===== config.mk =====
export PLATFORM = sky130hd
export DESIGN_NAME = sai_adc_ctrl
export DESIGN_NICKNAME = d
export VERILOG_FILES = /design/src/rtl/sai_pkg.sv /design/src/rtl/sai_adc_ctrl.sv /design/src/rtl/sai_sync.sv /design/src/rtl/sai_fifo.sv
export SDC_FILE = /design/constraint.sdc
export NUM_CORES = 1
export LEC_CHECK = 0
export BUFFER_PORTS_ARGS = -buffer_cell sky130_fd_sc_hd__buf_4
export CAP_MARGIN = 30
export CORE_ASPECT_RATIO = 0.9
export CORE_MARGIN = 1.5
export CORE_UTILIZATION = 58
export DETAILED_ROUTE_END_ITERATION = 10
export GPL_TIMING_DRIVEN = 0
export PLACE_DENSITY = 0.71
export SYNTH_ARGS = -nofsm -noshare
export SYNTH_HDL_FRONTEND = slang
export SYNTH_SLANG_ARGS = --single-unit

===== constraint.sdc =====
create_clock -name i_clk -period 4.25 [get_ports i_clk]
set_input_delay 1.275 -clock i_clk [delete_from_list [all_inputs] [get_ports i_clk]]
set_output_delay 1.275 -clock i_clk [all_outputs]
set_load 0.02 [all_outputs]

===== src/rtl/sai_pkg.sv =====
// Constants, field layout and types of the serial converter control block
package sai_pkg;
	// ----------------------------------------------------------------
	// Sizes
	// ----------------------------------------------------------------
	localparam int CMD_W = 8;
	localparam int RES_W = 10;
	localparam int NCH = 4;
	localparam int FIFO_DEPTH = 32;
	localparam int TX_W = 16;
	localparam logic [5:0] TX_PAD = 6'h00;
	// ----------------------------------------------------------------
	// Command byte layout
	// ----------------------------------------------------------------
	localparam int MARK_CONV = 7;
	localparam int MARK_SETUP = 6;
	localparam int MARK_AVG = 5;
	localparam int MARK_RST = 4;
	localparam int CONV_CH_HI = 6;
	localparam int CONV_CH_LO = 3;
	localparam int CONV_SCAN_HI = 2;
	localparam int CONV_SCAN_LO = 1;
	localparam int SET_CLK_HI = 5;
	localparam int SET_CLK_LO = 4;
	localparam int SET_REF_HI = 3;
	localparam int SET_REF_LO = 2;
	localparam int AVG_EN_BIT = 4;
	localparam int AVG_N_HI = 3;
	localparam int AVG_N_LO = 2;
	localparam int AVG_REP_HI = 1;
	localparam int AVG_REP_LO = 0;
	localparam int RST_TYPE_BIT = 3;
	// ----------------------------------------------------------------
	// Mode codes and reset values
	// ----------------------------------------------------------------
	localparam logic [1:0] SCAN_LOW = 2'h0;
	localparam logic [1:0] SCAN_HIGH = 2'h1;
	localparam logic [1:0] SCAN_REPEAT = 2'h2;
	localparam logic [1:0] SCAN_ONCE = 2'h3;
	localparam logic [1:0] CLK_EXT = 2'h3;
	localparam logic [1:0] REF_INT_AUTO = 2'h0;
	localparam logic [1:0] CLK_MODE_RST = 2'h2;
	localparam logic [1:0] REF_MODE_RST = 2'h0;
	localparam logic [3:0] CHAN_RST = 4'h0;
	localparam logic [1:0] SCAN_RST = 2'h0;
	localparam logic [1:0] AVG_CNT_RST = 2'h0;
	localparam logic [1:0] REP_CNT_RST = 2'h0;
	localparam logic CONVERT_START_N_SHARED = 1'b0;
	localparam logic [1:0] CONVERT_START_N_CH = 2'h3;
	localparam logic [1:0] LAST_CH = 2'h3;
	// ----------------------------------------------------------------
	// Timing
	// ----------------------------------------------------------------
	localparam int CLK_MHZ = 200;
	localparam int T_CONV_NS = 3000;
	localparam int CONV_CYC = (T_CONV_NS * CLK_MHZ + 999) / 1000;
	localparam int T_WAKE_NS = 65000;
	localparam int WAKE_CYC = (T_WAKE_NS * CLK_MHZ + 999) / 1000;
	localparam logic [4:0] SCLK_PER_CONV = 5'h10;
	typedef enum logic [1:0] {ST_IDLE, ST_WAKE, ST_CONV, ST_PUSH} sai_state_e;
endpackage


===== src/rtl/sai_adc_ctrl.sv =====
// Command decoder, scan engine and serial link of the converter
//
// Functional notes
// - One MSB-first byte, leading marker bits route
// - Conversion: channel bits 6-3, scan 2-1
// - Low channel bits pick input 0-3
// - Scan modes: low range, high range, repeat, once
// - Start by command or convert-start low pulse
// - No conversion on start-pin channel in command-start modes
// - Setup: clock mode 5-4, reference 3-2
// - Clock mode picks internal or serial timing
// - Clock mode upper bit set at power-up
// - Reference modes; wake delay when auto-off
// - Averaging: enable, count, repeat fields
// - Average 1, 4, 8, 16 or 32 conversions
// - Averaging all scans, never serial clock mode
// - Repeat scan returns 4, 8, 12, 16 results
// - Reset command type in bit 3
// - Type 1 clears FIFO, 0 restores defaults
// - Link active on chip select; output floats
// - Input data taken on serial clock rise
// - Output data shifted on serial clock fall
// - End of conversion low marks valid data
// - Four inputs, ten-bit results
module sai_adc_ctrl #(
	parameter int WAKE_CYC = sai_pkg::WAKE_CYC
) (
	input wire logic i_clk,
	input wire logic i_rst_n,
	input wire logic i_ce,
	input wire logic i_sclk,
	input wire logic i_cs_n,
	input wire logic i_mosi,
	input wire logic i_convert_start_n,
	input wire logic [sai_pkg::RES_W-1:0] i_analog_code,
	output logic [1:0] o_analog_sel,
	output logic o_miso,
	output logic o_miso_oe,
	output logic o_eoc_n
);
	// ----------------------------------------------------------------
	// Reset release and pin sampling
	// ----------------------------------------------------------------
	logic [1:0] rst_q;
	wire rst_n = rst_q[1];
	logic [3:0] pin_q;
	logic sclk_d, cs_d, cnv_d;
	// Reset leaves through two flops
	always_ff @(posedge i_clk or negedge i_rst_n) begin
		if (!i_rst_n) begin
			rst_q <= 2'h0;
		end else begin
			rst_q <= {rst_q[0], 1'b1};
		end
	end
	sai_sync #(.W(4), .RST_VAL(4'h5)) u_sync (
		.i_clk(i_clk),
		.i_rst_n(rst_n),
		.i_ce(i_ce),
		.i_d({i_sclk, i_cs_n, i_mosi, i_convert_start_n}),
		.o_q(pin_q)
	);
	wire sclk_s = pin_q[3];
	wire cs_s = pin_q[2];
	wire mosi_s = pin_q[1];
	wire cnv_s = pin_q[0];
	// Previous pin levels for edge finding
	always_ff @(posedge i_clk or negedge rst_n) begin
		if (!rst_n) begin
			sclk_d <= 1'b0;
			cs_d <= 1'b1;
			cnv_d <= 1'b1;
		end else if (i_ce) begin
			sclk_d <= sclk_s;
			cs_d <= cs_s;
			cnv_d <= cnv_s;
		end
	end
	// Clock edges count only while selected
	wire sclk_rise = sclk_s & ~sclk_d & ~cs_s;
	wire sclk_fall = ~sclk_s & sclk_d & ~cs_s;
	wire cs_fall = ~cs_s & cs_d;
	wire cnv_fall = ~cnv_s & cnv_d;
	// ----------------------------------------------------------------
	// Command receiver
	// ----------------------------------------------------------------
	logic [6:0] rx_sr;
	logic [2:0] bit_cnt;
	// Shift on rising clock, restart when deselected
	always_ff @(posedge i_clk or negedge rst_n) begin
		if (!rst_n) begin
			rx_sr <= 7'h00;
			bit_cnt <= 3'h0;
		end else if (i_ce) begin
			if (cs_s) begin
				bit_cnt <= 3'h0;
			end else if (sclk_rise) begin
				rx_sr <= {rx_sr[5:0], mosi_s};
				bit_cnt <= bit_cnt + 3'h1;
			end
		end
	end
	// Byte complete on eighth rise, routed by marker
	wire cmd_stb = sclk_rise & (bit_cnt == 3'h7);
	wire [7:0] cmd = {rx_sr, mosi_s};
	wire is_conv = cmd[sai_pkg::MARK_CONV];
	wire is_setup = cmd[7:6] == 2'h1;
	wire is_avg = cmd[7:5] == 3'h1;
	wire is_rst = cmd[7:4] == 4'h1;
	wire wr_conv = cmd_stb & is_conv;
	wire wr_setup = cmd_stb & is_setup;
	wire wr_avg = cmd_stb & is_avg;
	wire wr_rst = cmd_stb & is_rst;
	wire soft_rst = wr_rst & ~cmd[sai_pkg::RST_TYPE_BIT];
	wire fifo_clr = wr_rst & cmd[sai_pkg::RST_TYPE_BIT];
	// ----------------------------------------------------------------
	// Configuration registers
	// ----------------------------------------------------------------
	logic [3:0] chan_sel;
	logic [1:0] scan_sel;
	logic [1:0] clk_mode;
	logic [1:0] ref_mode;
	logic avg_enable;
	logic [1:0] avg_count;
	logic [1:0] repeat_count;
	// Command writes; full reset restores defaults
	always_ff @(posedge i_clk or negedge rst_n) begin
		if (!rst_n) begin
			chan_sel <= sai_pkg::CHAN_RST;
			scan_sel <= sai_pkg::SCAN_RST;
			clk_mode <= sai_pkg::CLK_MODE_RST;
			ref_mode <= sai_pkg::REF_MODE_RST;
			avg_enable <= 1'b0;
			avg_count <= sai_pkg::AVG_CNT_RST;
			repeat_count <= sai_pkg::REP_CNT_RST;
		end else if (i_ce) begin
			if (soft_rst) begin
				chan_sel <= sai_pkg::CHAN_RST;
				scan_sel <= sai_pkg::SCAN_RST;
				clk_mode <= sai_pkg::CLK_MODE_RST;
				ref_mode <= sai_pkg::REF_MODE_RST;
				avg_enable <= 1'b0;
				avg_count <= sai_pkg::AVG_CNT_RST;
				repeat_count <= sai_pkg::REP_CNT_RST;
			end
			if (wr_conv) begin
				chan_sel <= cmd[sai_pkg::CONV_CH_HI:sai_pkg::CONV_CH_LO];
				scan_sel <= cmd[sai_pkg::CONV_SCAN_HI:sai_pkg::CONV_SCAN_LO];
			end
			if (wr_setup) begin
				clk_mode <= cmd[sai_pkg::SET_CLK_HI:sai_pkg::SET_CLK_LO];
				ref_mode <= cmd[sai_pkg::SET_REF_HI:sai_pkg::SET_REF_LO];
			end
			if (wr_avg) begin
				avg_enable <= cmd[sai_pkg::AVG_EN_BIT];
				avg_count <= cmd[sai_pkg::AVG_N_HI:sai_pkg::AVG_N_LO];
				repeat_count <= cmd[sai_pkg::AVG_REP_HI:sai_pkg::AVG_REP_LO];
			end
		end
	end
	// ----------------------------------------------------------------
	// Scan engine
	// ----------------------------------------------------------------
	sai_pkg::sai_state_e state;
	logic start_pend;
	logic scan_done;
	logic [1:0] cur_ch;
	logic [4:0] res_left;
	logic [5:0] conv_cnt;
	logic [14:0] sum;
	logic [13:0] cyc_cnt;
	logic fifo_ready;
	logic fifo_valid;
	logic [sai_pkg::RES_W-1:0] fifo_dout;
	// Request source follows clock mode
	wire req = clk_mode[1] ? wr_conv : cnv_fall;
	wire start_req = req & (state == sai_pkg::ST_IDLE) & ~soft_rst;
	wire [1:0] chan_n = chan_sel[1:0];
	wire [1:0] first_ch = (scan_sel == sai_pkg::SCAN_LOW) ? 2'h0 : chan_n;
	wire [1:0] last_ch = (scan_sel == sai_pkg::SCAN_HIGH) ?
		sai_pkg::LAST_CH : chan_n;
	wire [4:0] rep_total = {1'b0, repeat_count, 2'h0} + 5'h4;
	wire [4:0] first_left = (scan_sel == sai_pkg::SCAN_REPEAT) ?
		rep_total : 5'h1;
	wire ext_clk = clk_mode == sai_pkg::CLK_EXT;
	wire avg_on = avg_enable & ~ext_clk;
	wire [5:0] n_conv = avg_on ? (6'h04 << avg_count) : 6'h01;
	wire [2:0] avg_shift = avg_on ? {1'b0, avg_count} + 3'h2 : 3'h0;
	wire [14:0] avg_res = sum >> avg_shift;
	wire skip_ch = sai_pkg::CONVERT_START_N_SHARED & clk_mode[1] &
		(cur_ch == sai_pkg::CONVERT_START_N_CH);
	wire int_tick = cyc_cnt == 14'(sai_pkg::CONV_CYC - 1);
	wire ext_tick = sclk_rise &
		(cyc_cnt[4:0] == sai_pkg::SCLK_PER_CONV - 5'h1);
	wire conv_tick = ext_clk ? ext_tick : int_tick;
	wire cyc_step = ext_clk ? sclk_rise : 1'b1;
	wire wake_end = cyc_cnt == 14'(WAKE_CYC - 1);
	wire push_valid = (state == sai_pkg::ST_PUSH) & ~skip_ch;
	wire push_go = (state == sai_pkg::ST_PUSH) & (fifo_ready | skip_ch);
	wire more_res = res_left > 5'h1;
	wire more_ch = cur_ch != last_ch;
	// Scan sequencing, stalls while the FIFO is full
	always_ff @(posedge i_clk or negedge rst_n) begin
		if (!rst_n) begin
			state <= sai_pkg::ST_IDLE;
			start_pend <= 1'b0;
			scan_done <= 1'b0;
			cur_ch <= 2'h0;
			res_left <= 5'h0;
			conv_cnt <= 6'h00;
			sum <= 15'h0000;
			cyc_cnt <= 14'h0000;
		end else if (i_ce) begin
			start_pend <= start_req;
			scan_done <= 1'b0;
			if (soft_rst) begin
				state <= sai_pkg::ST_IDLE;
				start_pend <= 1'b0;
			end else begin
				unique case (state)
					sai_pkg::ST_IDLE: begin
						cur_ch <= first_ch;
						res_left <= first_left;
						conv_cnt <= 6'h00;
						sum <= 15'h0000;
						cyc_cnt <= 14'h0000;
						if (start_pend) begin
							// Auto-off reference wakes first
							state <= (ref_mode == sai_pkg::REF_INT_AUTO) ?
								sai_pkg::ST_WAKE : sai_pkg::ST_CONV;
						end
					end
					sai_pkg::ST_WAKE: begin
						cyc_cnt <= cyc_cnt + 14'h0001;
						if (wake_end) begin
							cyc_cnt <= 14'h0000;
							state <= sai_pkg::ST_CONV;
						end
					end
					sai_pkg::ST_CONV: begin
						if (skip_ch) begin
							state <= sai_pkg::ST_PUSH;
						end else if (conv_tick) begin
							sum <= sum + 15'(i_analog_code);
							conv_cnt <= conv_cnt + 6'h01;
							cyc_cnt <= 14'h0000;
							if (conv_cnt == n_conv - 6'h01) begin
								state <= sai_pkg::ST_PUSH;
							end
						end else if (cyc_step) begin
							cyc_cnt <= cyc_cnt + 14'h0001;
						end
					end
					sai_pkg::ST_PUSH: begin
						if (push_go) begin
							sum <= 15'h0000;
							conv_cnt <= 6'h00;
							if (more_res) begin
								res_left <= res_left - 5'h1;
								state <= sai_pkg::ST_CONV;
							end else if (more_ch) begin
								cur_ch <= cur_ch + 2'h1;
								res_left <= 5'h1;
								state <= sai_pkg::ST_CONV;
							end else begin
								scan_done <= 1'b1;
								state <= sai_pkg::ST_IDLE;
							end
						end
					end
				endcase
			end
		end
	end
	// ----------------------------------------------------------------
	// Result buffer
	// ----------------------------------------------------------------
	logic tx_load, tx_pop, tx_next, tx_held;
	sai_fifo #(.W(sai_pkg::RES_W), .D(sai_pkg::FIFO_DEPTH)) u_fifo (
		.i_clk(i_clk),
		.i_rst_n(rst_n),
		.i_ce(i_ce),
		.i_flush(fifo_clr | soft_rst),
		.i_valid(push_valid),
		.o_ready(fifo_ready),
		.i_data(avg_res[sai_pkg::RES_W-1:0]),
		.o_valid(fifo_valid),
		.i_ready(tx_pop),
		.o_data(fifo_dout)
	);
	// ----------------------------------------------------------------
	// Serial output and status
	// ----------------------------------------------------------------
	logic [sai_pkg::TX_W-1:0] tx_sr;
	logic [3:0] tx_cnt;
	// Head shown at select; it leaves the FIFO only once fully sent
	wire tx_wrap = sclk_fall & (tx_cnt == 4'hf);
	assign tx_pop = tx_wrap & tx_held;
	assign tx_load = cs_fall | tx_next;
	wire [sai_pkg::TX_W-1:0] tx_word = fifo_valid ?
		{fifo_dout, sai_pkg::TX_PAD} : 16'h0000;
	// Shift on falling clock, MSB first
	always_ff @(posedge i_clk or negedge rst_n) begin
		if (!rst_n) begin
			tx_sr <= 16'h0000;
			tx_cnt <= 4'h0;
			tx_next <= 1'b0;
			tx_held <= 1'b0;
			o_miso_oe <= 1'b0;
			o_eoc_n <= 1'b1;
			o_analog_sel <= 2'h0;
		end else if (i_ce) begin
			o_miso_oe <= ~cs_s;
			o_analog_sel <= cur_ch;
			tx_next <= tx_wrap;
			tx_held <= (tx_load ? fifo_valid : tx_held) &
				~(fifo_clr | soft_rst);
			if (tx_load) begin
				tx_sr <= tx_word;
				tx_cnt <= 4'h0;
			end else if (sclk_fall) begin
				tx_sr <= {tx_sr[14:0], 1'b0};
				tx_cnt <= tx_cnt + 4'h1;
			end
			// Done wins over a clear in the same cycle
			if (scan_done) begin
				o_eoc_n <= 1'b0;
			end else if (start_pend | soft_rst) begin
				o_eoc_n <= 1'b1;
			end
		end
	end
	assign o_miso = tx_sr[sai_pkg::TX_W-1];
endmodule // sai_adc_ctrl


===== src/rtl/sai_sync.sv =====
// Two flip-flop synchroniser for pin inputs
module sai_sync #(
	parameter int W = 1,
	parameter logic [W-1:0] RST_VAL = '0
) (
	input wire logic i_clk,
	input wire logic i_rst_n,
	input wire logic i_ce,
	input wire logic [W-1:0] i_d,
	output logic [W-1:0] o_q
);
	logic [W-1:0] meta;
	// Second stage alone is visible outside
	always_ff @(posedge i_clk or negedge i_rst_n) begin
		if (!i_rst_n) begin
			meta <= RST_VAL;
			o_q <= RST_VAL;
		end else if (i_ce) begin
			meta <= i_d;
			o_q <= meta;
		end
	end
endmodule // sai_sync


===== src/rtl/sai_fifo.sv =====
// Result FIFO with valid and ready on both sides
module sai_fifo #(
	parameter int W = 10,
	parameter int D = 32
) (
	input wire logic i_clk,
	input wire logic i_rst_n,
	input wire logic i_ce,
	input wire logic i_flush,
	input wire logic i_valid,
	output logic o_ready,
	input wire logic [W-1:0] i_data,
	output logic o_valid,
	input wire logic i_ready,
	output logic [W-1:0] o_data
);
	localparam int AW = $clog2(D);
	logic [W-1:0] mem [D];
	logic [AW:0] wr_ptr;
	logic [AW:0] rd_ptr;
	wire do_wr = i_valid & o_ready;
	wire do_rd = o_valid & i_ready;
	// Full when pointers differ only in wrap bit
	assign o_ready = (wr_ptr ^ rd_ptr) != {1'b1, {AW{1'b0}}};
	assign o_valid = wr_ptr != rd_ptr;
	assign o_data = mem[rd_ptr[AW-1:0]];
	// Storage
	always_ff @(posedge i_clk) begin
		if (i_ce && do_wr) begin
			mem[wr_ptr[AW-1:0]] <= i_data;
		end
	end
	// Pointers
	always_ff @(posedge i_clk or negedge i_rst_n) begin
		if (!i_rst_n) begin
			wr_ptr <= '0;
			rd_ptr <= '0;
		end else if (i_ce) begin
			if (i_flush) begin
				wr_ptr <= '0;
				rd_ptr <= '0;
			end else begin
				wr_ptr <= wr_ptr + (AW + 1)'(do_wr);
				rd_ptr <= rd_ptr + (AW + 1)'(do_rd);
			end
		end
	end
endmodule // sai_fifo


# Yosys cells after proc, flatten, opt, wreduce, memory -nomap -nowiden
# Memory sizes are Yosys's and may differ from the RTL's.
# Cells that the tools add are included.
[totals] register_bits=120 ramBits=320 in_bits=17 output_inout_bits=5 memories=1
[mem_list] name="u_fifo.mem" depth=32 width=10 rd=1 rd_clocked_by_memory_dff=0 wr=1 line_no="sai_fifo.sv:18" text="logic [W-1:0] mem [D];"
[classes] add_sub_neg=12 n_lt_le_gt_ge=1 n_eq_ne=29 n_shift=2 muxes=67 n_bitwise=34 reduce_logical=25
[op_table] op="$mux W16" count=3
[op_table] op="$mux W2" count=23
[op_table] op="$pmux W15 S3" count=1
[op_table] op="$mux W14" count=3
[op_table] op="$pmux W14 S3" count=1
[op_table] op="$mux W15" count=2
[op_table] op="$mux W6" count=5
[op_table] op="$and A1 B1 Y1" count=22
[op_table] op="$ne A3 B3 Y1 const B" count=7
[op_table] op="$mux W5" count=4
[op_table] op="$pmux W6 S3" count=1
[op_table] op="$mux W1" count=16
[op_table] op="$add A15 B10 Y15" count=1
[op_table] op="$shr A15 B3 Y10" count=1
[op_table] op="$add A14 B1 Y14 const B" count=1
[op_table] op="$eq A14 B10 Y1 const B" count=1
[op_table] op="$eq A14 B14 Y1 const B" count=1
[op_table] op="$reduce_bool A2 Y1" count=7
[op_table] op="$add A6 B1 Y6" count=2
[op_table] op="$reduce_and A2 Y1" count=6
[op_table] op="$reduce_and A6 Y1" count=2
[op_table] op="$pmux W5 S2" count=1
[op_table] op="$reduce_and A5 Y1" count=2
[op_table] op="$mux W3" count=3
[op_table] op="33 further kinds" count=54

# Logic depth before layout (Yosys ltp)
# Gate-level depths: netlist (run 1).
[logic_depth] depth_word=10 depth_mapped=10 ltp_nobuf=10

# By module
# Synthesis (run 1) repeated with hierarchy kept, for this count alone.
[unflattened] hier_cells=1332 area_unflattened_um2=19381.1
[by_module_without_submodules] module="sai_fifo" n_inst=1 cells_each=661 area_each_um2=13192.7 seq_area_each_um2=9909.5
[by_module_without_submodules] module="sai_adc_ctrl" n_inst=1 cells_each=654 area_each_um2=5851.9 seq_area_each_um2=2357.3
[by_module_without_submodules] module="sai_sync" n_inst=1 cells_each=17 area_each_um2=336.6 seq_area_each_um2=205.2

# Worst setup path after synthesis (run 1)
# Ideal clock, no wire load.
[synth_timing] path_type="input-to-reg" from="input port i_analog_code[0] (netlist bit)" to="register sum[14]" setup_ps=137 t_arrival_ps=3358 path_slack_ps=755 stages=9 path_buffers=0 path_cell_list="ha_1 > fa_1 > a211oi_1 > nor3_1 > o31a_1 > o41ai_1 > nor4b_2 > xnor2_1 > nor2_1"
[synth_between] elab_chain_len=3
[synth_rtl] element="from (decl)" line_no="sai_adc_ctrl.sv:35" text="input wire logic [sai_pkg::RES_W-1:0] i_analog_code,"
[synth_rtl] element="$add A15 B10 Y15" line_no="sai_adc_ctrl.sv:244" text="sum <= sum + 15'(i_analog_code);"
[synth_rtl] element="$mux W15" line_no="sai_adc_ctrl.sv:243" text="end else if (conv_tick) begin"
[synth_rtl] element="$pmux W15 S3" line_no="sai_adc_ctrl.sv:220" text="unique case (state)"
[synth_rtl] element="to (signal assigned)" line_no="sai_adc_ctrl.sv:244"
[synth_rtl] element="to (decl)" line_no="sai_adc_ctrl.sv:170" text="logic [14:0] sum;"
# Every way passes these cells. The select of a mux whose other input is x is not followed.
# A chain may end at the register's enable or synchronous reset.

# Worst setup path after layout (run 1)
[layout_timing] from="input port i_ce" to="memory u_fifo.mem[31][3], enable pin"
[layout_between] elab_chain_len=3
[layout_rtl] element="from (decl)" line_no="sai_adc_ctrl.sv:30" text="input wire logic i_ce,"
[layout_rtl] element="$logic_and A1 B1 Y1" line_no="sai_fifo.sv:29" text="if (i_ce && do_wr) begin"
[layout_rtl] element="$mux W1" line_no="sai_fifo.sv:29"
[layout_rtl] element="$mux W1 (implied by the code)" line_no="sai_fifo.sv:30" text="mem[wr_ptr[AW-1:0]] <= i_data;"
[layout_rtl] element="to (decl)" line_no="sai_fifo.sv:18"
# Every way passes these cells.

==> results.md, run 1 <==
- In this run switching power makes up 27.92% of total power.
- TritonCTS built the clock tree.
- The number of vias in the routed layout is about 11,000.
- During placement, the flow inserted port buffers numbering 21.
- The met1 routed wirelength after detailed routing is approximately 18,000 um.
- Setup violations remaining at the end of the flow were counted as 0.
- The most common cell in the synthesized netlist is sky130_fd_sc_hd__edfxtp_1.
- The highest net fanout along the worst path is 10.
- The effective utilization at floorplan is 58.76%.
- The number of post-CTS setup repair buffers is 0.
- The final layout contains routed wiring with a total length of roughly 41,000 um.
- Synthesis inferred approximately 430 register bits.
- The internal power summed over all cells is between 7 and 8 mW.
- The detailed route wirelength on metal2 is about 19,000 um.
- The adder-cell share of the synthesized area is 1.977%.
- The first global-routing pass estimated approximately 63,000 um of wire.
- Global routing consumed, over all layers together, between 20 and 30% of the routing resources.
- The largest net degree at the start of global routing is 66.
- The type of element capturing the critical path is a flip-flop.
- The total count of hold-check failures in the final report is 0.
- The run finished with clean final reports.
- The launch instance of the worst register-to-register path is u_fifo.rd_ptr[0].
- The wire-length estimate of the detail-placed layout is around 27,000 um.
- The launching element type of the critical path is a primary input.
- The fraction of synthesized cell area in xor and xnor cells is 1.823%.
- Setup repair after global routing left no endpoint under its margin.
- The area added between synthesis and finish is 13.25%.
- The number of distinct standard cells referenced by the synthesized netlist is about 80.
- The ratio of final minimum period to clock period is around 87%.
- The final layout net count is 1,344.
- The die covers approximately 0.033 mm2.
- The endpoint required time on the critical path is approximately 4.4 ns.
- The number of placed instances, taps included, is roughly 1,700.
- The first-pass iteration count of the detailed router is 6.
- The clock network latency to the later pin of the worst-skew pair is around 0.55 ns.
- Routability-driven placement finished with a final weighted congestion of between 0.8 and 0.9.
- The net count after synthesis is around 1,200.
- Excluding fillers, the count of instances in the completed layout stands at 1,748.
- The fmax is around 0.27 GHz.
- The violation count after the first detailed-routing iteration is 1,022.
- Summed over all cells, the static leakage comes to 7.416 nW.
- In this run the vertical extent of the chip is 173.5 um.
- The number of filler cells placed in the layout is 2,117.
- The yosys synthesis warning count is 0.
- The via count of the first global-routing pass is 10,670.
- The total I/O pin count is 22.
- The number of nets with antenna violations after detailed routing is 0.
- The most instantiated flip-flop cell in the synthesis netlist is sky130_fd_sc_hd__edfxtp_1.
- The DRC violation count after routing is 0.
- The average cell area after synthesis is 15.69 um2.
- After synthesis, the share of flip-flops with an asynchronous set or reset is 26.27%.
- Per report_power, the combinational group accounts for between 10% and 20% of the total.
- The total placed instance area is slightly below 0.02 mm2.
- The portion of the post-synthesis area used by sequential elements is 66.57%.
- The switching component of the power is ~3 mW.
- Yosys mapped a number of flops with a built-in enable equal to 320.
- Using the TritonRoute via totals, the vias-per-cell ratio works out to between 6 and 7.
- The synthesized netlist devotes between 5 and 6% of its cell area to compound gates.
- Counting every sink on the clock net gives 434.
- In this run, the clock network consumes approximately a third of the power.
- IR analysis of the VDD net gives a maximum drop of 401.3 uV.
- The setup skew after layout is between 0.02 and 0.025 ns.
- The number of antenna violations at the first check in global routing is 0.
- The worst path arrival time is between 3 and 4 ns.
- The number of max-capacitance violations reported is 0.
- Cells with a size suffix above 1 make up ~22% of the layout.
- The critical path endpoint is u_fifo.mem[31][3].
- The tightest slew margin relative to the limit is 29.62%.
- The topmost layer with routed signal wires is met4.
- The mapped netlist covers roughly 0.019 mm2.
- Once layout is done, the placed cells without fillers occupy 0.02122 mm2.
- The largest total area in the synthesized netlist belongs to sky130_fd_sc_hd__edfxtp_1.
- The worst register-to-register path has a setup slack of 0.86 ns.
- The area of the placeable core is between 0.03 and 0.04 mm2.
- Summing the areas of all and, or, nand and nor instances in the mapped netlist gives roughly 8.0% of the synthesized area.
- The hold buffer count at CTS is 0.
- Clock tree synthesis selected as its root buffer the cell sky130_fd_sc_hd__clkbuf_16.
- In this run the deepest clock path goes through 3 buffers.
- The post-route minimum period is between 3 and 4 ns.
- The proportion of power drawn by flip-flops and latches is 49.5%.
- Dividing total power by cell area gives a power density of 521.8 mW/mm2.
- The mux share of post-synthesis cell area is between 10 and 15%.
- The worst hold path belongs to the class reg -> reg.
- The standard-cell row count is 62.
- In the synthesized netlist, the cells that appear most often are sky130_fd_sc_hd__edfxtp_1, sky130_fd_sc_hd__nor2_1, sky130_fd_sc_hd__dfrtp_1, sky130_fd_sc_hd__mux4_2, sky130_fd_sc_hd__nand2_1.
- The type of the worst setup path is in -> reg.
- The total count of max-transition violations in the final report is 0.
- The overall overflow remaining after global route is 0.
- The sum of met3 wire segment lengths after detailed routing is around 3100 um.
- The worst reg2reg path endpoint is u_fifo.mem[24][1].
- Of the post-synthesis cell area, the dominant cell type holds between 50 and 60%.
- The floorplan step set the die width to 192.4 um.
- The start point of the critical path is i_ce.
- 0 antenna diodes ended up in the layout.
- The slew at the pin closest to its max-slew limit is approximately 1.0 ns.
- The main combinational cell family by area after synthesis is multiplexers.
- The number of H-tree branching levels is 2.
- Clock-pin slew was measured on the worst setup and hold paths at around 0.060 ns.
- The wire length per cell is roughly 23 um.
- Buffers inserted during clock tree synthesis total 43.
- The worst-case reg-to-reg path depth is 9.
- In the post-synthesis netlist, the biggest area contributors are sky130_fd_sc_hd__edfxtp_1, sky130_fd_sc_hd__dfrtp_1, sky130_fd_sc_hd__mux4_2.
- The count of mapped cells out of synthesis is around 1,200.
- Gates resized during post-CTS repair numbered 0.
per-layer routing:
metal  up-vias  global-route usage (%)
met5         -                       0
met4         0                   5.911
met1      5613                   39.57
met3        58                   5.202
met2       429                   37.37
li1       4857                       -
layout make-up:
class                   instances  area [um2]  share of cell area (%)
plain buffers                  54       220.2                   1.038
repair buffers                 59       545.5                   2.571
well taps                     416       520.5                   2.453
clock inverters                18       152.6                  0.7195
flip-flops and latches        434       12480                   58.80
clock buffers                  61        1194                   5.626
inverters                      20       75.07                  0.3538
multi-input cells             686        6033                   28.44
cell usage in the layout (no fill, tap or decap), drive strengths merged, types with 4 or more instances in the layout:
cell and count:
a21o 5, xor2 24, nor3 20, o31ai 13
xnor2 15, ha 28, o21ai 61, inv 23
or3 4, o2bb2ai 5, clkbuf 94, nand3 18
o41ai 4, buf 80, a211oi 6, nor4b 4
dfrtp 106, mux2 28, mux2i 6, dfstp 8
and3 8, nand2 100, a21oi 30, nand4 14
clkinv 10, a22oi 11, edfxtp 320, mux4 101
o22ai 4, nor2 111, nor3b 5, nand2b 8
flip-flops by register name, indices dropped and copies added, names as in the netlist, 3 cells and up:
register,count
rx_sr,7
bit_cnt,3
tx_sr,10
cyc_cnt,14
u_sync.o_q,4
sum,15
tx_cnt,4
u_fifo.rd_ptr,6
u_fifo.wr_ptr,6
u_fifo.mem,320
conv_cnt,6
u_sync.meta,4
res_left,5
cell families after synthesis:
logic type,count (synthesis)
AOI/OAI and AO/OA,170
xor gates and xnor gates,39
adders and majority gates,29
buffers and inverters,74
DFF,434
muxes,135
other,1
and+or+nand+nor,312
power groups by stage:
stage	registers [mW]	logic, mW	clock network, mW
floorplan	5.52	1.21	0
global placement	5.63	1.69	0
detailed placement	5.56	1.93	0
CTS	5.48	1.95	3.70
global route	5.52	2.16	3.86
finish	5.48	1.95	3.64
worst min path at each step:
| stage | start | end | slack (ns) | depth (start not counted) |
|---|---|---|---|---|
| 6_report | rst_q[0] | rst_q[1] | 0.35 | 0 |
| 3_5_place_dp | rst_q[0] | rst_q[1] | 0.34 | 0 |
| 2_1_floorplan | rst_q[0] | rst_q[1] | 0.33 | 0 |
| 4_1_cts | rst_q[0] | rst_q[1] | 0.35 | 0 |
| 5_1_grt | rst_q[0] | rst_q[1] | 0.37 | 0 |
| 3_3_place_gp | rst_q[0] | rst_q[1] | 0.33 | 0 |
critical path, stage by stage:
cell and delay [ns]:
sky130_fd_sc_hd__buf_4 0.11, sky130_fd_sc_hd__clkbuf_1 0.45, sky130_fd_sc_hd__buf_1 0.60, sky130_fd_sc_hd__nand4_1 0.58, sky130_fd_sc_hd__nor2_1 0.86
metrics by stage:
step	hold slack [ns]	setup TNS [ns]	setup slack (ns)	total power [mW]	utilization, %
floorplan	0.3312	0	0.7550	6.728	-
global route	0.3716	0	0.4290	11.54	66.55
finish	0.3489	0	0.5489	11.07	66.55
CTS	0.3512	0	0.3863	11.12	66.27
global placement	0.3330	-225.99	-1.027	7.325	60.89
detailed placement	0.3371	-3.438	-0.1728	7.494	62.05
Note: power is estimated with default switching activity, not from simulation.
==> run 2: changes to the inputs <==
--- a/config.mk
+++ b/config.mk
@@ -9,10 +9,10 @@
 export CAP_MARGIN = 30
 export CORE_ASPECT_RATIO = 0.9
 export CORE_MARGIN = 1.5
-export CORE_UTILIZATION = 58
+export CORE_UTILIZATION = 60
 export DETAILED_ROUTE_END_ITERATION = 10
 export GPL_TIMING_DRIVEN = 0
-export PLACE_DENSITY = 0.71
+export PLACE_DENSITY = 0.73
 export SYNTH_ARGS = -nofsm -noshare
 export SYNTH_HDL_FRONTEND = slang
 export SYNTH_SLANG_ARGS = --single-unit
==> run 2 against run 1 <==
Power up 3.7%; register-to-register slack worse by 0.07 ns; core utilization up 2.6 points; critical path type unchanged; largest cell class unchanged; highest routed layer unchanged.
==> results.md, run 2 (synthesized netlist as in run 1, its figures left out) <==
- The flow ran to the end, and the final reports show no timing, DRC or antenna violations.
- The final layout net count is 1,338 (-0.45%).
- The final HPWL from detailed placement is 26,930 um (-1.0%).
- The total count of hold-check failures in the final report came to 0 (unchanged).
- The total count of max-transition violations in the final report is 0 (unchanged).
- The largest buffer count on any clock path is 3 (unchanged).
- The wire length after detailed routing is 40,790 um (+0.30%).
- The overall overflow remaining after global route came to 0 (unchanged).
- The clock slew seen by the registers of the worst setup and hold paths was 0.06 ns (about the same).
- The overall track demand over capacity in global routing is 26.10% (+0.69 points).
- The post-placement worst setup slack was -0.2633 ns (-0.09048 ns).
- The type of element capturing the critical path is a flip-flop.
- The slack of the critical path is 0.2820 ns (-0.2670 ns).
- The final setup violation count is 0 (unchanged).
- The total negative slack for setup checks is 0 ns (unchanged).
- The area of the placeable core came to 0.03083 mm2 (-3.3%).
- The total I/O pin count is 22 (unchanged).
- The launching element type of the critical path is a primary input.
- The weighted congestion at the end of routability-driven global placement is 0.7940 (-4.0%).
- The routed via count divided by cell count is 6.277 (+0.13%).
- The number of nets with antenna violations after detailed routing is 0 (unchanged).
- The number of H-tree branching levels came to 2 (unchanged).
- The largest net degree at the start of global routing is 60 (-9.1%).
- The type of the worst setup path is in -> reg.
- The number of post-CTS setup repair buffers came to 0 (unchanged).
- The endpoint required time on the critical path came to 4.42 ns (about the same).
- Leaving out fill and tap cells, the most frequent cell in the layout is sky130_fd_sc_hd__edfxtp_1.
- The antenna diode count is 0 (unchanged).
- The number of clock sinks is 434 (unchanged).
- The number of flip-flops under the largest register name came to 320 (unchanged).
- The post-cts repair resize count is 0 (unchanged).
- The area added between synthesis and finish is 13.78%.
- The standard-cell row count was 61 (-1.6%).
- The tightest slew margin relative to the limit is 26.39% (-3.2 points).
- The fmax is 0.2520 GHz (-6.7%).
- The tree is rooted in a sky130_fd_sc_hd__clkbuf_16.
- The number of standard cells in the layout, taps in and fillers out was 1,735 (-0.74%).
- The number of placed instances, taps included came to 1,642 (-0.97%).
- The setup skew after layout is 0.01715 ns (-0.004710 ns).
- The via count of the first global-routing pass came to 10,570 (-0.92%).
- The violation count after the first detailed-routing iteration is 1,179 (+15%).
- The highest net fanout along the worst path is 10 (unchanged).
- The final core area utilization is 69.13% (+2.6 points).
- The slew at the pin closest to its max-slew limit was 1.090 ns (+0.04770 ns).
- The number of antenna violations at the first check in global routing is 0 (unchanged).
- The layout cell share with drive strength beyond 1 is 21.87% (-0.43 points).
- The wire length per cell is 23.51 um (+1.0%).
- TritonCTS built the clock tree.
- The number of max-capacitance violations reported was 0 (unchanged).
- The worst path arrival time came to 4.13 ns (+0.25 ns).
- The die width is 189.3 um (-1.7%).
- The number of vias in the routed layout was 10,890 (-0.61%).
- The ratio of final minimum period to clock period came to 93.37% (+6.3 points).
- The first-pass iteration count of the detailed router is 5 (-1).
- The area of all placed cells without fillers is 0.02132 mm2 (+0.47%).
- The post-route minimum period is 3.968 ns (+0.2670 ns).
- Setup repair after global routing left no endpoint under its margin.
- The power density over cell area is 538.6 mW/mm2 (+3.2%).
- The number of port buffers was 21 (unchanged).
- The die boundary height is 170.6 um (-1.7%).
- The total placed instance area was 0.01973 mm2 (-0.29%).
- The clock network latency to the later pin of the worst-skew pair is 0.56 ns (about the same).
- The peak supply drop is 458.8 uV (+14%).
- In the layout the commonest cells are sky130_fd_sc_hd__edfxtp_1, sky130_fd_sc_hd__nor2_1, sky130_fd_sc_hd__dfrtp_1, sky130_fd_sc_hd__mux4_2, sky130_fd_sc_hd__nand2_1.
- The die footprint came to 0.03229 mm2 (-3.3%).
- The effective utilization at floorplan is 60.76% (+2.0 points).
- The CTS buffer count is 44 (+2.3%).
- The leakage power summed over all cells came to 7.460 nW (+0.59%).
- The DRC violation count after routing is 0 (unchanged).
- The wire length of the first global-routing pass is 62,530 um (-0.81%).
- The type of the most critical hold path is reg -> reg.
- The hold buffer count at CTS is 0 (unchanged).
- The minimum setup slack among reg-to-reg paths is 0.79 ns (-0.07 ns).
run 2: changes by cell type in the layout (fill, tap and decap cells not counted), moves of 2 or more:
cell,previous run,this run
sky130_fd_sc_hd__buf_4,45,38
sky130_fd_sc_hd__bufinv_16,2,7
sky130_fd_sc_hd__clkbuf_8,5,2
sky130_fd_sc_hd__clkinv_1,3,6
sky130_fd_sc_hd__buf_16,2,4
sky130_fd_sc_hd__clkbuf_1,46,44
sky130_fd_sc_hd__clkbuf_16,43,45
sky130_fd_sc_hd__clkinvlp_4,2,0
run 2: worst max-delay path, cell delays in order:
cell and delay [ns]:
sky130_fd_sc_hd__buf_4 0.12, sky130_fd_sc_hd__clkbuf_1 0.43, sky130_fd_sc_hd__buf_1 0.68, sky130_fd_sc_hd__nand4_1 0.64, sky130_fd_sc_hd__nor2_1 0.98
run 2: through the flow:
| stage | power [mW] | hold slack [ns] |
|---|---|---|
| floorplan | 6.728 | 0.3312 |
| global placement | 7.322 | 0.3321 |
| detailed placement | 7.540 | 0.3410 |
| CTS | 11.52 | 0.3547 |
| global route | 11.92 | 0.3645 |
| finish | 11.48 | 0.3612 |
run 2: where the power goes:
part | switching (mW) | internal, mW
Clock | 1.60 | 2.41
Sequential | 0.257 | 5.22
Combinational | 1.29 | 0.705
Total | 3.14 | 8.34
run 2: worst paths after layout:
kind,startpoint,endpoint,depth (start not counted)
min in group asynchronous,rst_q[1],sum[9],0
max in group asynchronous,rst_q[1],u_sync.o_q[0],1
max,i_ce,u_fifo.mem[27][4],5
min reg2reg,rst_q[0],rst_q[1],0
min,rst_q[0],rst_q[1],0
max reg2reg,u_fifo.rd_ptr[0],u_fifo.mem[27][4],7
run 2: routing by layer:
layer	routed length [um]	track usage, %
met1	18060	38.90
met2	18210	38.63
met3	3221	5.805
met4	1296	8.799
met5	0	0
run 2: cell type report:
type,instances,area (um2)
clock buffers,58,1195
fillers,2041,9518
well taps,409,511.7
flip-flops and latches,434,12480
inverters,20,75.07
repair buffers,52,521.8
plain buffers,54,220.2
clock inverters,22,291.5
multi-input cells,686,6026
==> run 3: changes to the inputs <==
--- a/config.mk
+++ b/config.mk
@@ -9,10 +9,10 @@
 export CAP_MARGIN = 30
 export CORE_ASPECT_RATIO = 0.9
 export CORE_MARGIN = 1.5
-export CORE_UTILIZATION = 60
+export CORE_UTILIZATION = 63
 export DETAILED_ROUTE_END_ITERATION = 10
 export GPL_TIMING_DRIVEN = 0
-export PLACE_DENSITY = 0.73
+export PLACE_DENSITY = 0.77
 export SYNTH_ARGS = -nofsm -noshare
 export SYNTH_HDL_FRONTEND = slang
 export SYNTH_SLANG_ARGS = --single-unit
==> run 3 against run 2 <==
Clock-buffer cell count did not move; clock skew rose by 0.014 ns; register-to-register slack barely moved; power fell by 3.4%; clock power fell by 9.7%; combinational power barely moved; wire length rose by 3.4%; critical endpoint is now u_fifo.mem[3][1].
==> results.md, run 3 (synthesized netlist as in run 1, its figures left out) <==
- The final setup violation count is 0 (unchanged).
- The tightest slew margin relative to the limit is 31.10% (+4.7 points).
- The highest net fanout along the worst path is 10 (unchanged).
- The via count of the first global-routing pass is 10,920 (+3.3%).
- The clock slew seen by the registers of the worst setup and hold paths is 0.06 ns (about the same).
- The number of vias in the routed layout is 11,190 (+2.7%).
- The setup skew after layout is 0.03160 ns (+0.01444 ns).
- The type of the worst setup path is in -> reg.
- The number of antenna violations at the first check in global routing came to 0 (unchanged).
- The clock share of power is 32.6% (-2.3 points).
- The CTS buffer count is 43 (-2.3%).
- The multi-input gate area in the final layout came to 0.006026 mm2 (unchanged).
- STA classifies the critical path startpoint as a primary input.
- The post-placement worst setup slack is -0.2057 ns (+0.05765 ns).
- The area of all placed cells without fillers is 0.02111 mm2 (-0.97%).
- The clock root buffer master is sky130_fd_sc_hd__clkbuf_16.
- In the layout the commonest cells are sky130_fd_sc_hd__edfxtp_1, sky130_fd_sc_hd__nor2_1, sky130_fd_sc_hd__dfrtp_1, sky130_fd_sc_hd__mux4_2, sky130_fd_sc_hd__nand2_1.
- The effective utilization at floorplan is 64.41% (+3.7 points).
- The number of H-tree branching levels is 2 (unchanged).
- The CTS tree is yes.
- The number of port buffers is 21 (unchanged).
- The relative contribution of combinational cells to total power is 17.9% (+0.5 points).
- The number of flip-flops under the largest register name is 320 (unchanged).
- The clock network latency to the later pin of the worst-skew pair was 0.55 ns (about the same).
- The area growth from synthesis to layout is 12.68%.
- The routed via count divided by cell count is 6.516 (+3.8%).
- The power density over cell area came to 525.5 mW/mm2 (-2.4%).
- The total negative slack for setup checks is 0 ns (unchanged).
- The slowest cell on the critical path is sky130_fd_sc_hd__nor2_1.
- The number of standard cells in the layout, taps in and fillers out is 1,717 (-1.0%).
- The number of filler cells placed in the layout is 1,752 (-14%).
- The fmax is 0.2554 GHz (+1.4%).
- The endpoint required time on the critical path was 4.41 ns (about the same).
- The antenna diode count is 0 (unchanged).
- The worst hold margin is 0.3591 ns (-0.002045 ns).
- The die boundary height came to 166.6 um (-2.4%).
- The die width is 184.8 um (-2.4%).
- The total count of max-transition violations in the final report is 0 (unchanged).
- The DRC violation count after routing was 0 (unchanged).
- The ratio of final minimum period to clock period is 92.11% (-1.3 points).
- The total placed instance area is 0.01970 mm2 (-0.11%).
- The violation count after the first detailed-routing iteration came to 1,365 (+16%).
- The number of placed instances, taps included is 1,629 (-0.79%).
- The delay of the slowest cell on the worst path is 0.97 ns (about the same).
- The leakage power summed over all cells is 7.355 nW (-1.4%).
- The wire length per cell is 24.57 um (+4.5%).
- The switching share of power is 28.18% (+0.79 points).
- The largest net degree at the start of global routing came to 59 (-1.7%).
- The most frequent standard cell in the layout excluding fill and tap cells is sky130_fd_sc_hd__edfxtp_1.
- The number of nets with antenna violations after detailed routing is 0 (unchanged).
- The post-route minimum period is 3.915 ns (-0.05321 ns).
- The standard-cell row count is 59 (-3.3%).
- The switching component of the power is 3.125 mW (-0.61%).
- The number of max-capacitance violations reported is 0 (unchanged).
- The worst path arrival time is 4.07 ns (-0.06 ns).
- The wire length of the first global-routing pass is 64,640 um (+3.4%).
- The first-pass iteration count of the detailed router is 5 (unchanged).
- The number of clock sinks came to 434 (unchanged).
- The proportion of power drawn by flip-flops and latches is 49.5% (+1.8 points).
- The final core area utilization is 72.58% (+3.4 points).
- The slack of the critical path is 0.3352 ns (+0.05321 ns).
- The layout cell share with drive strength beyond 1 was 21.27% (-0.60 points).
- The register area is 0.01248 mm2 (unchanged).
- The hold buffer count at CTS is 0 (unchanged).
- The flow ran to the end, and the final reports show no timing, DRC or antenna violations.
- The total design power is 11.09 mW (-3.4%).
- The final layout net count came to 1,334 (-0.30%).
- The area of the placeable core is 0.02909 mm2 (-5.7%).
- The type of element capturing the critical path is a flip-flop.
- Setup repair after global routing left no endpoint under its margin.
- The number of post-CTS setup repair buffers is 0 (unchanged).
- The final HPWL from detailed placement is 27,050 um (+0.45%).
- The slew at the pin closest to its max-slew limit is 1.030 ns (-0.06010 ns).
- The wire length after detailed routing is 42,180 um (+3.4%).
- The worst hold path belongs to the class reg -> reg.
- The largest buffer count on any clock path is 3 (unchanged).
- The total count of hold-check failures in the final report was 0 (unchanged).
- The internal power summed over all cells is 7.966 mW (-4.4%).
- The die footprint is 0.03078 mm2 (-4.7%).
- The total I/O pin count is 22 (unchanged).
- The overall overflow remaining after global route is 0 (unchanged).
- The weighted congestion at the end of routability-driven global placement was 0.8264 (+4.1%).
- The overall track demand over capacity in global routing is 28.37% (+2.3 points).
- The peak supply drop is 404.3 uV (-12%).
- The signal on the critical path passes through buf_4 > clkbuf_1 > buf_1 > nand4_1 > nor2_1.
- The post-cts repair resize count is 0 (unchanged).
==> run 3: cell types whose count changed in the layout (fill, tap and decap cells not counted), moves of 2 or more <==
cell,previous run,this run
sky130_fd_sc_hd__buf_4,38,31
sky130_fd_sc_hd__bufinv_16,7,2
sky130_fd_sc_hd__buf_6,2,6
sky130_fd_sc_hd__clkbuf_1,44,46
sky130_fd_sc_hd__clkinv_1,6,8
==> run 3: area by class of cell <==
| cell class | count | area share, % |
|---|---|---|
| inverter | 20 | 0.3556 |
| timing repair buffer | 49 | 2.329 |
| buffer | 54 | 1.043 |
| multi-input combinational | 686 | 28.55 |
| sequential | 434 | 59.10 |
| clock buffer | 58 | 5.512 |
| clock inverter | 20 | 0.7646 |
| tap | 396 | 2.347 |
==> run 3: power by group through the flow <==
stage / combinational [mW] / clock, mW / sequential (mW)
floorplan: 1.21 / 0 / 5.52
global placement: 1.68 / 0 / 5.62
detailed placement: 1.96 / 0 / 5.56
CTS: 1.98 / 3.65 / 5.48
global route: 2.19 / 3.81 / 5.52
finish: 1.99 / 3.62 / 5.49
==> run 3: critical path, delay by kind of cell <==
family,cells,cell delay (ns)
buf+inv,3,1.20
simple gates,2,1.58
==> run 3: worst paths after layout <==
kind	from	endpoint	slack, ns	cells past startpoint
worst max-delay path	i_ce	u_fifo.mem[3][1]	0.34	5
worst min-delay path	rst_q[0]	rst_q[1]	0.36	0
worst max register to register	u_fifo.rd_ptr[0]	u_fifo.mem[16][8]	0.79	9
worst min register to register	rst_q[0]	rst_q[1]	0.36	0
max in group asynchronous	rst_q[1]	cs_d	3.03	1
min in group asynchronous	rst_q[1]	sum[3]	0.40	0
==> run 3: layer usage <==
metal,track usage [%],vias to the layer above,wire (um)
met5,0,-,0
met4,6.610,0,874
met3,4.155,74,3488
met2,43.76,556,20010
met1,43.61,5718,17810
li1,-,4840,-
